## src/rtl/sdram_cmd_pkg.sv

```systemverilog
// constants and types for the sdram command, refresh and power block
// ===========================================================================
package sdram_cmd_pkg;
    // =======================================================================
    // geometry
    localparam int ROW_W      = 12;
    localparam int COL_W      = 9;
    localparam int DQ_W       = 32;
    localparam int BM_W       = 4;
    localparam int LAT_W      = 3;
    localparam int LEN_W      = 10;
    // =======================================================================
    // mode field positions and reset values
    localparam int MODE_LEN_LSB = 0;
    localparam int MODE_LAT_LSB = 4;
    localparam logic [LAT_W-1:0] LAT_RESET = 3'h2;
    localparam logic [2:0]       BL_RESET  = 3'h0;
    localparam logic [2:0]       BL_FULL   = 3'h7;
    localparam logic [LEN_W-1:0] FULL_PAGE_LEN = 10'h200;
    localparam logic [ROW_W-1:0] ROW_RESET = 12'h000;
    // =======================================================================
    // timing
    localparam int CLK_NS      = 25;
    localparam int ROW_CYCLE_NS = 70;
    localparam int ROW_CYCLE_CYC = (ROW_CYCLE_NS + CLK_NS - 1) / CLK_NS;
    localparam int SELF_REF_NS  = 15600;
    localparam int SELF_REF_CYC = SELF_REF_NS / CLK_NS;
    localparam int CNT_W        = 10;
    // =======================================================================
    // command encodings {ras, cas, we}, active low
    localparam logic [2:0] ENC_NOP   = 3'h7;
    localparam logic [2:0] ENC_STOP  = 3'h6;
    localparam logic [2:0] ENC_READ  = 3'h5;
    localparam logic [2:0] ENC_WRITE = 3'h4;
    localparam logic [2:0] ENC_ACT   = 3'h3;
    localparam logic [2:0] ENC_PRE   = 3'h2;
    localparam logic [2:0] ENC_REF   = 3'h1;
    localparam logic [2:0] ENC_MODE  = 3'h0;
    // device state, one-hot
    typedef enum logic [5:0] {
        ST_IDLE    = 6'h01,
        ST_BURST   = 6'h02,
        ST_REFRESH = 6'h04,
        ST_SELF    = 6'h08,
        ST_POWER   = 6'h10,
        ST_DRAIN   = 6'h20
    } dev_state_t;
endpackage : sdram_cmd_pkg

```

## src/rtl/sdram_cmd_if.sv

```systemverilog
// sampled command bundle passed from the decoder to the state machine
interface sdram_cmd_if;
    import sdram_cmd_pkg::*;
    logic             sel;      // chip selected this edge
    logic             gate;     // sampled clock-gate level
    logic             gate_d;   // clock-gate level one edge earlier
    logic             is_nop;   // selected no-operation
    logic             is_stop;  // burst stop
    logic             is_read;  // read command
    logic             is_write; // write command
    logic             is_ref;   // refresh encoding
    logic             is_mode;  // mode register set
    logic             ap;       // auto precharge flag on access
    logic [ROW_W-1:0] addr;     // sampled address
    logic [BM_W-1:0]  bmask;    // sampled byte mask
    modport src (output sel, gate, gate_d, is_nop, is_stop, is_read,
                 is_write, is_ref, is_mode, ap, addr, bmask);
    modport dst (input  sel, gate, gate_d, is_nop, is_stop, is_read,
                 is_write, is_ref, is_mode, ap, addr, bmask);
endinterface : sdram_cmd_if

```

## src/rtl/sdram_cmd_decode.sv

```systemverilog
// input sampler and command decoder
module sdram_cmd_decode
    import sdram_cmd_pkg::*;
(
    input  wire logic             i_sys_clk, // system clock
    input  wire logic             i_nrst,    // sync reset, active low
    input  wire logic             i_cs_n,    // chip select pin
    input  wire logic             i_ras_n,   // row strobe pin
    input  wire logic             i_cas_n,   // column strobe pin
    input  wire logic             i_we_n,    // write strobe pin
    input  wire logic             i_cke,     // clock-gate pin
    input  wire logic [ROW_W-1:0] i_addr,    // address pins
    input  wire logic [BM_W-1:0]  i_bmask,   // byte-mask pins
    sdram_cmd_if.src              cmd        // decoded command out
);
    // =======================================================================
    // two-stage synchronisers; stage one feeds only stage two
    logic [ROW_W+BM_W+4:0] meta;   // first stage
    logic [ROW_W+BM_W+4:0] samp;   // second stage
    logic                  gate_q; // gate one edge earlier
    // sample on rising edge only
    always_ff @(posedge i_sys_clk) begin
        if (!i_nrst) begin
            meta   <= '1;
            samp   <= '1;
            gate_q <= 1'b1;
        end else begin
            meta   <= {i_cs_n, i_ras_n, i_cas_n, i_we_n, i_cke,
                       i_addr, i_bmask};
            samp   <= meta;
            gate_q <= samp[ROW_W+BM_W];
        end
    end
    // =======================================================================
    // decode: nothing is decoded while select is high
    wire       cs_n_s = samp[ROW_W+BM_W+4];
    wire [2:0] enc    = samp[ROW_W+BM_W+3:ROW_W+BM_W+1];
    assign cmd.sel      = !cs_n_s;
    assign cmd.gate     = samp[ROW_W+BM_W];
    assign cmd.gate_d   = gate_q;
    assign cmd.is_nop   = cmd.sel && enc == ENC_NOP;
    assign cmd.is_stop  = cmd.sel && enc == ENC_STOP;
    assign cmd.is_read  = cmd.sel && enc == ENC_READ;
    assign cmd.is_write = cmd.sel && enc == ENC_WRITE;
    assign cmd.is_ref   = cmd.sel && enc == ENC_REF;
    assign cmd.is_mode  = cmd.sel && enc == ENC_MODE;
    assign cmd.ap       = samp[BM_W+10];
    assign cmd.addr     = samp[ROW_W+BM_W-1:BM_W];
    assign cmd.bmask    = samp[BM_W-1:0];

    // deselect must never yield a nop, stop or refresh
    a_desel_quiet: assert property (@(posedge i_sys_clk) disable iff (!i_nrst)
        cs_n_s |-> !(cmd.is_nop || cmd.is_stop || cmd.is_ref))
        else $error("command decoded while deselected");
endmodule : sdram_cmd_decode

```

## src/rtl/sdram_cmd_core.sv

```systemverilog
// command, refresh and power state handling of the sdram device
module sdram_cmd_core
    import sdram_cmd_pkg::*;
(
    input  wire logic             i_sys_clk,   // system clock
    input  wire logic             i_nrst,      // sync reset, active low
    input  wire logic             i_cs_n,      // chip select pin
    input  wire logic             i_ras_n,     // row strobe pin
    input  wire logic             i_cas_n,     // column strobe pin
    input  wire logic             i_we_n,      // write strobe pin
    input  wire logic             i_cke,       // clock-gate pin
    input  wire logic [ROW_W-1:0] i_addr,      // address pins
    input  wire logic [BM_W-1:0]  i_bmask,     // byte-mask pins
    input  wire logic [DQ_W-1:0]  i_dq,        // data bus in
    input  wire logic [DQ_W-1:0]  i_rd_data,   // array read word
    output logic      [DQ_W-1:0]  o_dq,        // data bus out
    output logic      [BM_W-1:0]  o_dq_oe,     // per-byte drive enable
    output logic      [DQ_W-1:0]  o_wr_data,   // word toward array
    output logic      [BM_W-1:0]  o_wr_be,     // write byte enables
    output logic                  o_rd_req,    // array read strobe
    output logic                  o_ref_go,    // refresh row pulse
    output logic      [ROW_W-1:0] o_ref_row,   // row being refreshed
    output logic                  o_self_ref,  // in self refresh
    output logic                  o_powerdown, // buffers off
    output logic                  o_suspend,   // internal clock masked
    output logic      [LAT_W-1:0] o_read_lat   // programmed latency
);
    sdram_cmd_if cmd ();
    // =======================================================================
    // input decoder
    sdram_cmd_decode u_dec (
        .i_sys_clk (i_sys_clk),
        .i_nrst    (i_nrst),
        .i_cs_n    (i_cs_n),
        .i_ras_n   (i_ras_n),
        .i_cas_n   (i_cas_n),
        .i_we_n    (i_we_n),
        .i_cke     (i_cke),
        .i_addr    (i_addr),
        .i_bmask   (i_bmask),
        .cmd       (cmd)
    );
    // =======================================================================
    // state
    dev_state_t       state;       // present state
    dev_state_t       next_state;  // next state
    logic [LAT_W-1:0] lat;         // read latency
    logic [2:0]       blen;        // burst length code
    logic             bur_rd;      // burst is a read
    logic             bur_ap;      // burst carries auto precharge
    logic [LEN_W-1:0] bur_left;    // words left in burst
    logic [CNT_W-1:0] cnt;         // refresh busy / self timer
    logic [ROW_W-1:0] ref_row;     // internal refresh counter
    logic [LAT_W-1:0] drain;       // read data still in flight
    logic [LAT_W:0]   rd_pipe_v [0:7]; // read word in flight, bit 0
    logic [DQ_W-1:0]  dq_meta;     // write data, first stage
    logic [DQ_W-1:0]  dq_samp;     // write data, in step with command
    // =======================================================================
    // decoding of the events
    wire gate_fall  = cmd.gate_d && !cmd.gate;
    wire suspended  = !cmd.gate_d;            // mask from next cycle
    wire ref_auto   = state == ST_IDLE && cmd.is_ref && cmd.gate
                      && cmd.gate_d;
    wire ref_self   = state == ST_IDLE && cmd.is_ref && !cmd.gate;
    wire stop_ok    = cmd.is_stop && !bur_ap;
    wire start_bur  = (cmd.is_read || cmd.is_write) && !suspended;
    wire [LEN_W-1:0] len_words = (blen == BL_FULL) ? FULL_PAGE_LEN :
                      LEN_W'(1) << blen[1:0];
    wire ref_tick   = (state == ST_REFRESH && cnt == '0) ||
                      (state == ST_SELF && cnt == '0);
    wire rd_word    = state == ST_BURST && bur_rd && !suspended;
    // the command cycle itself carries the first read word
    wire rd_first   = state == ST_IDLE && cmd.is_read && !suspended;
    wire rd_now     = rd_word || rd_first;
    // a one-word access is done in its own command cycle
    wire multi_word = len_words != LEN_W'(1);
    // =======================================================================
    // next state
    always_comb begin
        next_state = state;
        case (state)
            ST_IDLE: begin
                if (ref_auto)
                    next_state = ST_REFRESH;
                else if (ref_self)
                    next_state = ST_SELF;
                else if (gate_fall)
                    next_state = ST_POWER;
                else if (start_bur && multi_word)
                    next_state = ST_BURST;
            end
            ST_BURST: begin
                if (suspended)
                    next_state = ST_BURST;      // hold intact
                else if (start_bur)
                    next_state = multi_word ? ST_BURST : ST_IDLE;
                else if (stop_ok || bur_left <= LEN_W'(1))
                    next_state = bur_rd ? ST_DRAIN : ST_IDLE;
            end
            ST_DRAIN: begin
                if (drain == '0)
                    next_state = ST_IDLE;
            end
            ST_REFRESH: begin
                if (cnt == '0)
                    next_state = ST_IDLE;
            end
            ST_SELF: begin
                if (cmd.gate && (!cmd.sel || cmd.is_nop))
                    next_state = ST_IDLE;       // exit encoding
            end
            ST_POWER: begin
                if (cmd.gate)
                    next_state = ST_IDLE;
            end
            default: next_state = ST_IDLE;
        endcase
    end
    // =======================================================================
    // main sequential process
    always_ff @(posedge i_sys_clk) begin
        if (!i_nrst) begin
            state    <= ST_IDLE;
            lat      <= LAT_RESET;
            blen     <= BL_RESET;
            bur_rd   <= 1'b0;
            bur_ap   <= 1'b0;
            bur_left <= '0;
            cnt      <= '0;
            drain    <= '0;
        end else begin
            state <= next_state;
            // mode register only while idle
            if (state == ST_IDLE && cmd.is_mode && !suspended) begin
                lat  <= cmd.addr[MODE_LAT_LSB +: LAT_W];
                blen <= cmd.addr[MODE_LEN_LSB +: 3];
            end
            // burst bookkeeping frozen while suspended
            if (start_bur && (state == ST_IDLE || state == ST_BURST)) begin
                bur_rd   <= cmd.is_read;
                bur_ap   <= cmd.ap;
                // the first word went out with the command itself
                bur_left <= len_words - LEN_W'(1);
            end else if (state == ST_BURST && !suspended) begin
                bur_left <= (blen == BL_FULL) ? bur_left
                                              : bur_left - LEN_W'(1);
            end
            if (state == ST_BURST && next_state == ST_DRAIN)
                drain <= lat - LAT_W'(1);
            else if (state == ST_DRAIN && drain != '0)
                drain <= drain - LAT_W'(1);
            // busy timer for refresh row cycle and self refresh rate
            if (next_state == ST_REFRESH && state == ST_IDLE)
                cnt <= CNT_W'(ROW_CYCLE_CYC - 1);
            else if (next_state == ST_SELF && state == ST_IDLE)
                cnt <= CNT_W'(SELF_REF_CYC - 1);
            else if (state == ST_SELF && cnt == '0)
                cnt <= CNT_W'(SELF_REF_CYC - 1);
            else if (cnt != '0)
                cnt <= cnt - CNT_W'(1);
        end
    end
    // =======================================================================
    // refresh row counter, bumped after each refresh row
    always_ff @(posedge i_sys_clk) begin
        if (!i_nrst)
            ref_row <= ROW_RESET;
        else if (ref_tick)
            ref_row <= ref_row + ROW_W'(1);
    end
    // =======================================================================
    // read data pipe: one slot per cycle of latency; the byte mask is
    // applied at the output stage, so it needs no slot of its own
    always_ff @(posedge i_sys_clk) begin
        if (!i_nrst) begin
            for (int i = 0; i < 8; i++) begin
                rd_pipe_v[i] <= '0;
            end
        end else begin
            rd_pipe_v[0] <= {3'h0, rd_now};
            for (int i = 1; i < 8; i++) begin
                rd_pipe_v[i] <= rd_pipe_v[i-1];
            end
        end
    end
    // =======================================================================
    // write data pins pass two stages, in step with the command pins
    always_ff @(posedge i_sys_clk) begin
        if (!i_nrst) begin
            dq_meta <= '0;
            dq_samp <= '0;
        end else begin
            dq_meta <= i_dq;
            dq_samp <= dq_meta;
        end
    end
    wire [2:0] tap       = lat - 3'h2;
    wire       out_valid = rd_pipe_v[tap][0] && !o_powerdown;
    // =======================================================================
    // outputs: data and strobes from flip-flops, status levels decoded from them
    always_ff @(posedge i_sys_clk) begin
        if (!i_nrst) begin
            o_dq      <= '0;
            o_dq_oe   <= '0;
            o_wr_data <= '0;
            o_wr_be   <= '0;
            o_rd_req  <= 1'b0;
            o_ref_go  <= 1'b0;
        end else begin
            o_dq      <= i_rd_data;
            // mask high turns that byte's drivers off
            o_dq_oe   <= out_valid ? ~cmd.bmask : '0;
            o_wr_data <= dq_samp;
            o_wr_be   <= (!suspended && ((state == ST_BURST && !bur_rd)
                          || (cmd.is_write && state == ST_IDLE)))
                         ? ~cmd.bmask : '0;
            o_rd_req  <= rd_now;
            o_ref_go  <= ref_tick;
        end
    end
    assign o_ref_row   = ref_row;
    assign o_self_ref  = state == ST_SELF;
    assign o_powerdown = state == ST_POWER;
    assign o_suspend   = state == ST_BURST && suspended;
    assign o_read_lat  = lat;

    // =======================================================================
    // checks
    a_ref_busy: assert property (@(posedge i_sys_clk) disable iff (!i_nrst)
        state == ST_IDLE && ref_auto |=> state == ST_REFRESH [*2])
        else $error("refresh busy window too short");
    a_self_enter: assert property (@(posedge i_sys_clk)
        disable iff (!i_nrst) ref_self |=> o_self_ref)
        else $error("self refresh not entered");
    a_stop_ap_kept: assert property (@(posedge i_sys_clk)
        disable iff (!i_nrst) state == ST_BURST && bur_ap && cmd.is_stop
        && !suspended && bur_left > LEN_W'(1) && !start_bur
        |=> state == ST_BURST)
        else $error("stop honoured on auto precharge burst");
    a_stop_ends: assert property (@(posedge i_sys_clk) disable iff (!i_nrst)
        state == ST_BURST && stop_ok && !suspended && !start_bur
        |=> state != ST_BURST)
        else $error("burst stop ignored");
    a_drain_len: assert property (@(posedge i_sys_clk) disable iff (!i_nrst)
        state == ST_BURST && next_state == ST_DRAIN
        |=> ##[0:7] state == ST_IDLE)
        else $error("read drain too long");
    a_susp_hold: assert property (@(posedge i_sys_clk) disable iff (!i_nrst)
        o_suspend |=> $stable(bur_left) || start_bur)
        else $error("burst moved while suspended");
    a_pd_enter: assert property (@(posedge i_sys_clk) disable iff (!i_nrst)
        state == ST_IDLE && gate_fall && !ref_self |=> o_powerdown)
        else $error("power-down not entered");
    a_pd_exit: assert property (@(posedge i_sys_clk) disable iff (!i_nrst)
        o_powerdown && cmd.gate |=> !o_powerdown)
        else $error("power-down not left");
    a_mask_read: assert property (@(posedge i_sys_clk) disable iff (!i_nrst)
        !out_valid |=> o_dq_oe == '0)
        else $error("drivers on without read data");
endmodule : sdram_cmd_core

```

## config.mk

```make
export PLATFORM = sky130hd
export DESIGN_NAME = sdram_cmd_core
export DESIGN_NICKNAME = d
export VERILOG_FILES = /design/src/rtl/sdram_cmd_pkg.sv /design/src/rtl/sdram_cmd_if.sv /design/src/rtl/sdram_cmd_decode.sv /design/src/rtl/sdram_cmd_core.sv
export SDC_FILE = /design/constraint.sdc
export NUM_CORES = 1
export LEC_CHECK = 0
export BUFFER_PORTS_ARGS = -buffer_cell sky130_fd_sc_hd__buf_2
export CORE_MARGIN = 2
export CORE_UTILIZATION = 45
export DETAILED_ROUTE_END_ITERATION = 6
export GPL_TIMING_DRIVEN = 0
export HOLD_SLACK_MARGIN = 0.08
export PLACE_DENSITY = 0.71
export SLEW_MARGIN = 20
export SYNTH_ARGS = -nofsm -noshare
export SYNTH_HDL_FRONTEND = slang
export SYNTH_SLANG_ARGS = --single-unit
export TNS_END_PERCENT = 30
```

## constraint.sdc

```tcl
create_clock -name i_sys_clk -period 2.4 [get_ports i_sys_clk]
set_input_delay 0 -clock i_sys_clk [delete_from_list [all_inputs] [get_ports i_sys_clk]]
set_output_delay 0 -clock i_sys_clk [all_outputs]
set_load 0.03 [all_outputs]
```

==> impl_results.md <==
- First-pass GRT wire length: 29080 microns
- Share of synthesized flip-flops with an asynchronous set or reset: 0%
- Die Outline Area: 18390 sq um
- GRT Util Overall: 19.77%
- R2R Path End: drain[2]$_SDFFE_PN0P_
- Number of placed instances, taps included: 1142
- Critical path startpoint category: flip-flop
- Min-Delay Endpoint: u_dec.meta[20]$_SDFF_PN1_
- Filler instances: 1375
- Top flip-flop cell by instance count after synthesis: sky130_fd_sc_hd__dfxtp_1
- Height of the die: 135.6 microns
- DR WL/cell: 14.25 microns
- Slowest library cell on the worst path: sky130_fd_sc_hd__a211oi_4
- Crit. End Element: flip-flop
- First-pass detailed-route iteration total: 5
- Post-route ant nets: 0
- Length of routed wiring on met1: 7464 microns
- Clock buffers created by TritonCTS: 24
- Sum of net half-perimeters after detailed placement: 11580 microns
- Non-filler cells, final: 1277
- Number of different library cells in the post-synthesis netlist: 71
- Max-slew headroom at the worst pin: 40.02%
- IO buf count: 172
- Standard-cell rows: 48
- Library cell with the highest instance count after synthesis: sky130_fd_sc_hd__dfxtp_1
- Met2 wire length: 9053 microns
- Vias per Instance: 4.754
- Share of the clock period used by the worst path: 98.62%
- Path type of the worst setup path: flip-flop to flip-flop
- Vias after detailed routing: 6071
- Critical path's largest stage delay: 390 ps
- FF-to-FF path depth: 9
- Total power: 9.050 mW
- Top area cells in the synthesized netlist: sky130_fd_sc_hd__dfxtp_1 59%, sky130_fd_sc_hd__and2_1 11%, sky130_fd_sc_hd__nand2b_1 2.9%
- Netlist Area Pre-Place: 7795 sq um
- Layout area overhead: 37.98%
- Power per Cell Area: 841.4 nW/um^2
- Last weighted congestion value of the routability-driven placer: 0.8620
- Uppermost layer routed: met4
- Final hold vios: 0
- Arrival time reported for the critical path endpoint: 2790 ps
- Area after DPL: 8937 sq um
- Total of flip-flops plus latches after synthesis: 228
- Antenna violations before repair: 1
- Buffer type at the clock tree root: sky130_fd_sc_hd__clkbuf_16
- Number of top-level pins: 179
- Launch point of the worst path: bur_left[3]$_SDFFE_PN0P_
- Number of max-cap violations: 0
- Type of the tightest min-delay check: input port to flip-flop
- Clock latency on the worst-skew pair: 510 ps
- Maximum clock frequency: 422.5 MHz
- Number of sinks handled by clock tree synthesis: 228
- Worst setup margin: 33.18 ps
- Core region area: 17120 sq um
- DRT iter0 DRCs: 308
- EDFF count, synth: 0
- Register clock-pin slew on the reported worst setup and hold paths: 60 ps
- Post-synthesis cell type with the largest combined area: sky130_fd_sc_hd__dfxtp_1
- Share of cells above drive strength 1: 24.83%
- Total met3 wirelength after detailed routing: 1358 microns
- Syn Nets: 845
- Sequential fraction of the synthesis area: 58.56%
- Utilization after layout: 62.84%
- Post-Syn Instances: 745
- Die outline width: 135.6 microns
- Number of H-tree branching levels: 1
- DRC viols: 0
- Post-Place Worst Slack: -320.4 ps
- Result of the run: finished clean
- Required time of the critical path: 2830 ps
- Final setup violation count: 0
- Setup skew after layout: 6.954 ps
- Crit path buf inv count: 0
- Category of cells accounting for the largest share of critical-path delay: compound AO/OA/AOI/OAI gates
- Final-stage net count: 1133
- Critical Path Fanout Max: 4
- Largest net degree at the start of global routing: 15
- Post-layout instance area: 10760 sq um
- Synthesized area per cell: 10.46 sq um
- Number of global-route vias before repair: 6044
- Beginning of the worst register-to-register path: bur_left[3]$_SDFFE_PN0P_
- Number of warnings printed during yosys synthesis: 0
- Maximum number of buffers from clock root to sink: 3
- Final critical delay including setup and external delays: 2367 ps
- Ordered list of cells on the worst path: nor4_4 -> o2111ai_4 -> a211oi_4 -> mux2i_1 -> ha_2 -> nand4_1 -> xnor2_1 -> nor2_1 -> a211oi_1
- HP Start: i_cs_n
- Total overflow reported by the global router: 0
- Setup repair after global routing missed its margin: true
- Final-report max-slew violation count: 0
- LEAKAGE: 4.730 nW
- Aggregate routed wire length: 18190 microns
- Starting density of the core: 45.54%
- Reg2Reg Setup Slack: 30 ps
- Share of the synthesized area in the top cell type: 58.56%
- Largest vdd supply drop: 693.6 uV
- Leading cell types by count after synthesis: 228 x sky130_fd_sc_hd__dfxtp_1, 136 x sky130_fd_sc_hd__and2_1, 48 x sky130_fd_sc_hd__nor2_1
- Number of cells traversed by the worst hold path: 3
- Clock tree from TritonCTS: built
- Tightest Pin Transition: 887.2 ps
-- cell families (layout without fill, tap and decap cells) --
logic type / Yosys count / count (layout) / synth area share [%]
multiplexers: 14 / 14 / 2.167
other: 0 / 1 / 0
AO/OA/AOI/OAI: 87 / 87 / 7.496
AND/OR/NAND/NOR: 337 / 337 / 25.23
flip-flops: 228 / 228 / 58.56
buffers and inverters: 49 / 355 / 2.536
adder cells (fa/ha/maj): 14 / 14 / 2.215
XOR/XNOR: 16 / 16 / 1.798
-- worst max-delay path by stage --
stage                                        to  slack [ps]  cells past startpoint
after floorplan           drain[2]$_SDFFE_PN0P_          40                      9
after global placement    drain[2]$_SDFFE_PN0P_        -250                     10
after detailed placement  drain[2]$_SDFFE_PN0P_        -320                     10
after CTS                 drain[2]$_SDFFE_PN0P_           5                      9
after global routing      drain[2]$_SDFFE_PN0P_        -110                      9
final                     drain[2]$_SDFFE_PN0P_          30                      9
-- registers in the layout, summed over array words and instances, names as in the netlist --
register / cells
o_wr_data: 32
bur_ap: 1
u_dec.cmd.gate_d: 1
bur_left: 10
u_dec.samp: 16
o_dq: 32
dq_meta: 32
drain: 3
o_rd_req: 1
rd_pipe_v: 8
blen: 3
o_wr_be: 4
cnt: 10
o_ref_row: 12
o_read_lat: 3
dq_samp: 32
bur_rd: 1
u_dec.meta: 16
state: 6
o_dq_oe: 4
o_ref_go: 1
-- worst min-delay path, delay by kind of cell --
family | cells | cell delay (ps)
AND/OR/NAND/NOR | 1 | 80
buffers and inverters | 2 | 610
-- routing by layer --
metal / global-route usage [%] / vias to the layer above
li1: - / 3066
met1: 22.38 / 2792
met2: 35.63 / 190
met3: 5.986 / 23
met4: 6.076 / 0
met5: 0 / -
-- layout make-up --
cell class	instances	area (sq um)	area share, %
Antenna cell	1	2.502	0.02327
Buffer	33	137.6	1.280
Clock buffer	33	694.4	6.457
Clock inverter	11	195.2	1.815
Inverter	16	60.06	0.5584
Multi-Input combinational cell	468	3075	28.59
Sequential cell	228	4569	42.48
Tap cell	225	281.5	2.618
Timing Repair Buffer	262	1739	16.17
-- metrics by stage --
step | setup TNS (ps) | hold slack, ps
after floorplan | 0 | 101.5
after global placement | -247.5 | 180.6
after detailed placement | -331.0 | 183.2
after CTS | 0 | 206.6
after global routing | -127.3 | 201.0
final | 0 | 208.2
-- repair_timing --
| action | CTS | global route |
|---|---|---|
| gates resized for setup | 4 | 6 |
| hold buffers | 81 | 0 |
| hold endpoints to repair | 86 | 0 |
| setup endpoints to repair | 2 | 4 |
| pin swaps | 3 | 7 |
| setup buffers | 4 | 5 |
-- cells in the final DEF, fill, tap and decap left out, drive strengths merged, types with 18 or more instances in the layout --
| master | Yosys | routed |
|---|---|---|
| clkbuf | 29 | 62 |
| a21oi | 32 | 32 |
| nand2b | 36 | 36 |
| dlygate4sd3 | 0 | 81 |
| nand2 | 33 | 33 |
| nand3 | 18 | 18 |
| nor2 | 48 | 48 |
| o21ai | 22 | 22 |
| buf | 4 | 185 |
| dfxtp | 228 | 228 |
| and2 | 136 | 136 |
-- power by group --
| group | internal [mW] | switching (mW) | total, mW |
|---|---|---|---|
| Combinational | 0.451 | 0.527 | 0.978 |
| Sequential | 3.97 | 0.0843 | 4.05 |
| Clock | 2.57 | 1.45 | 4.02 |
No activity file was read; power rests on OpenSTA's default activity.
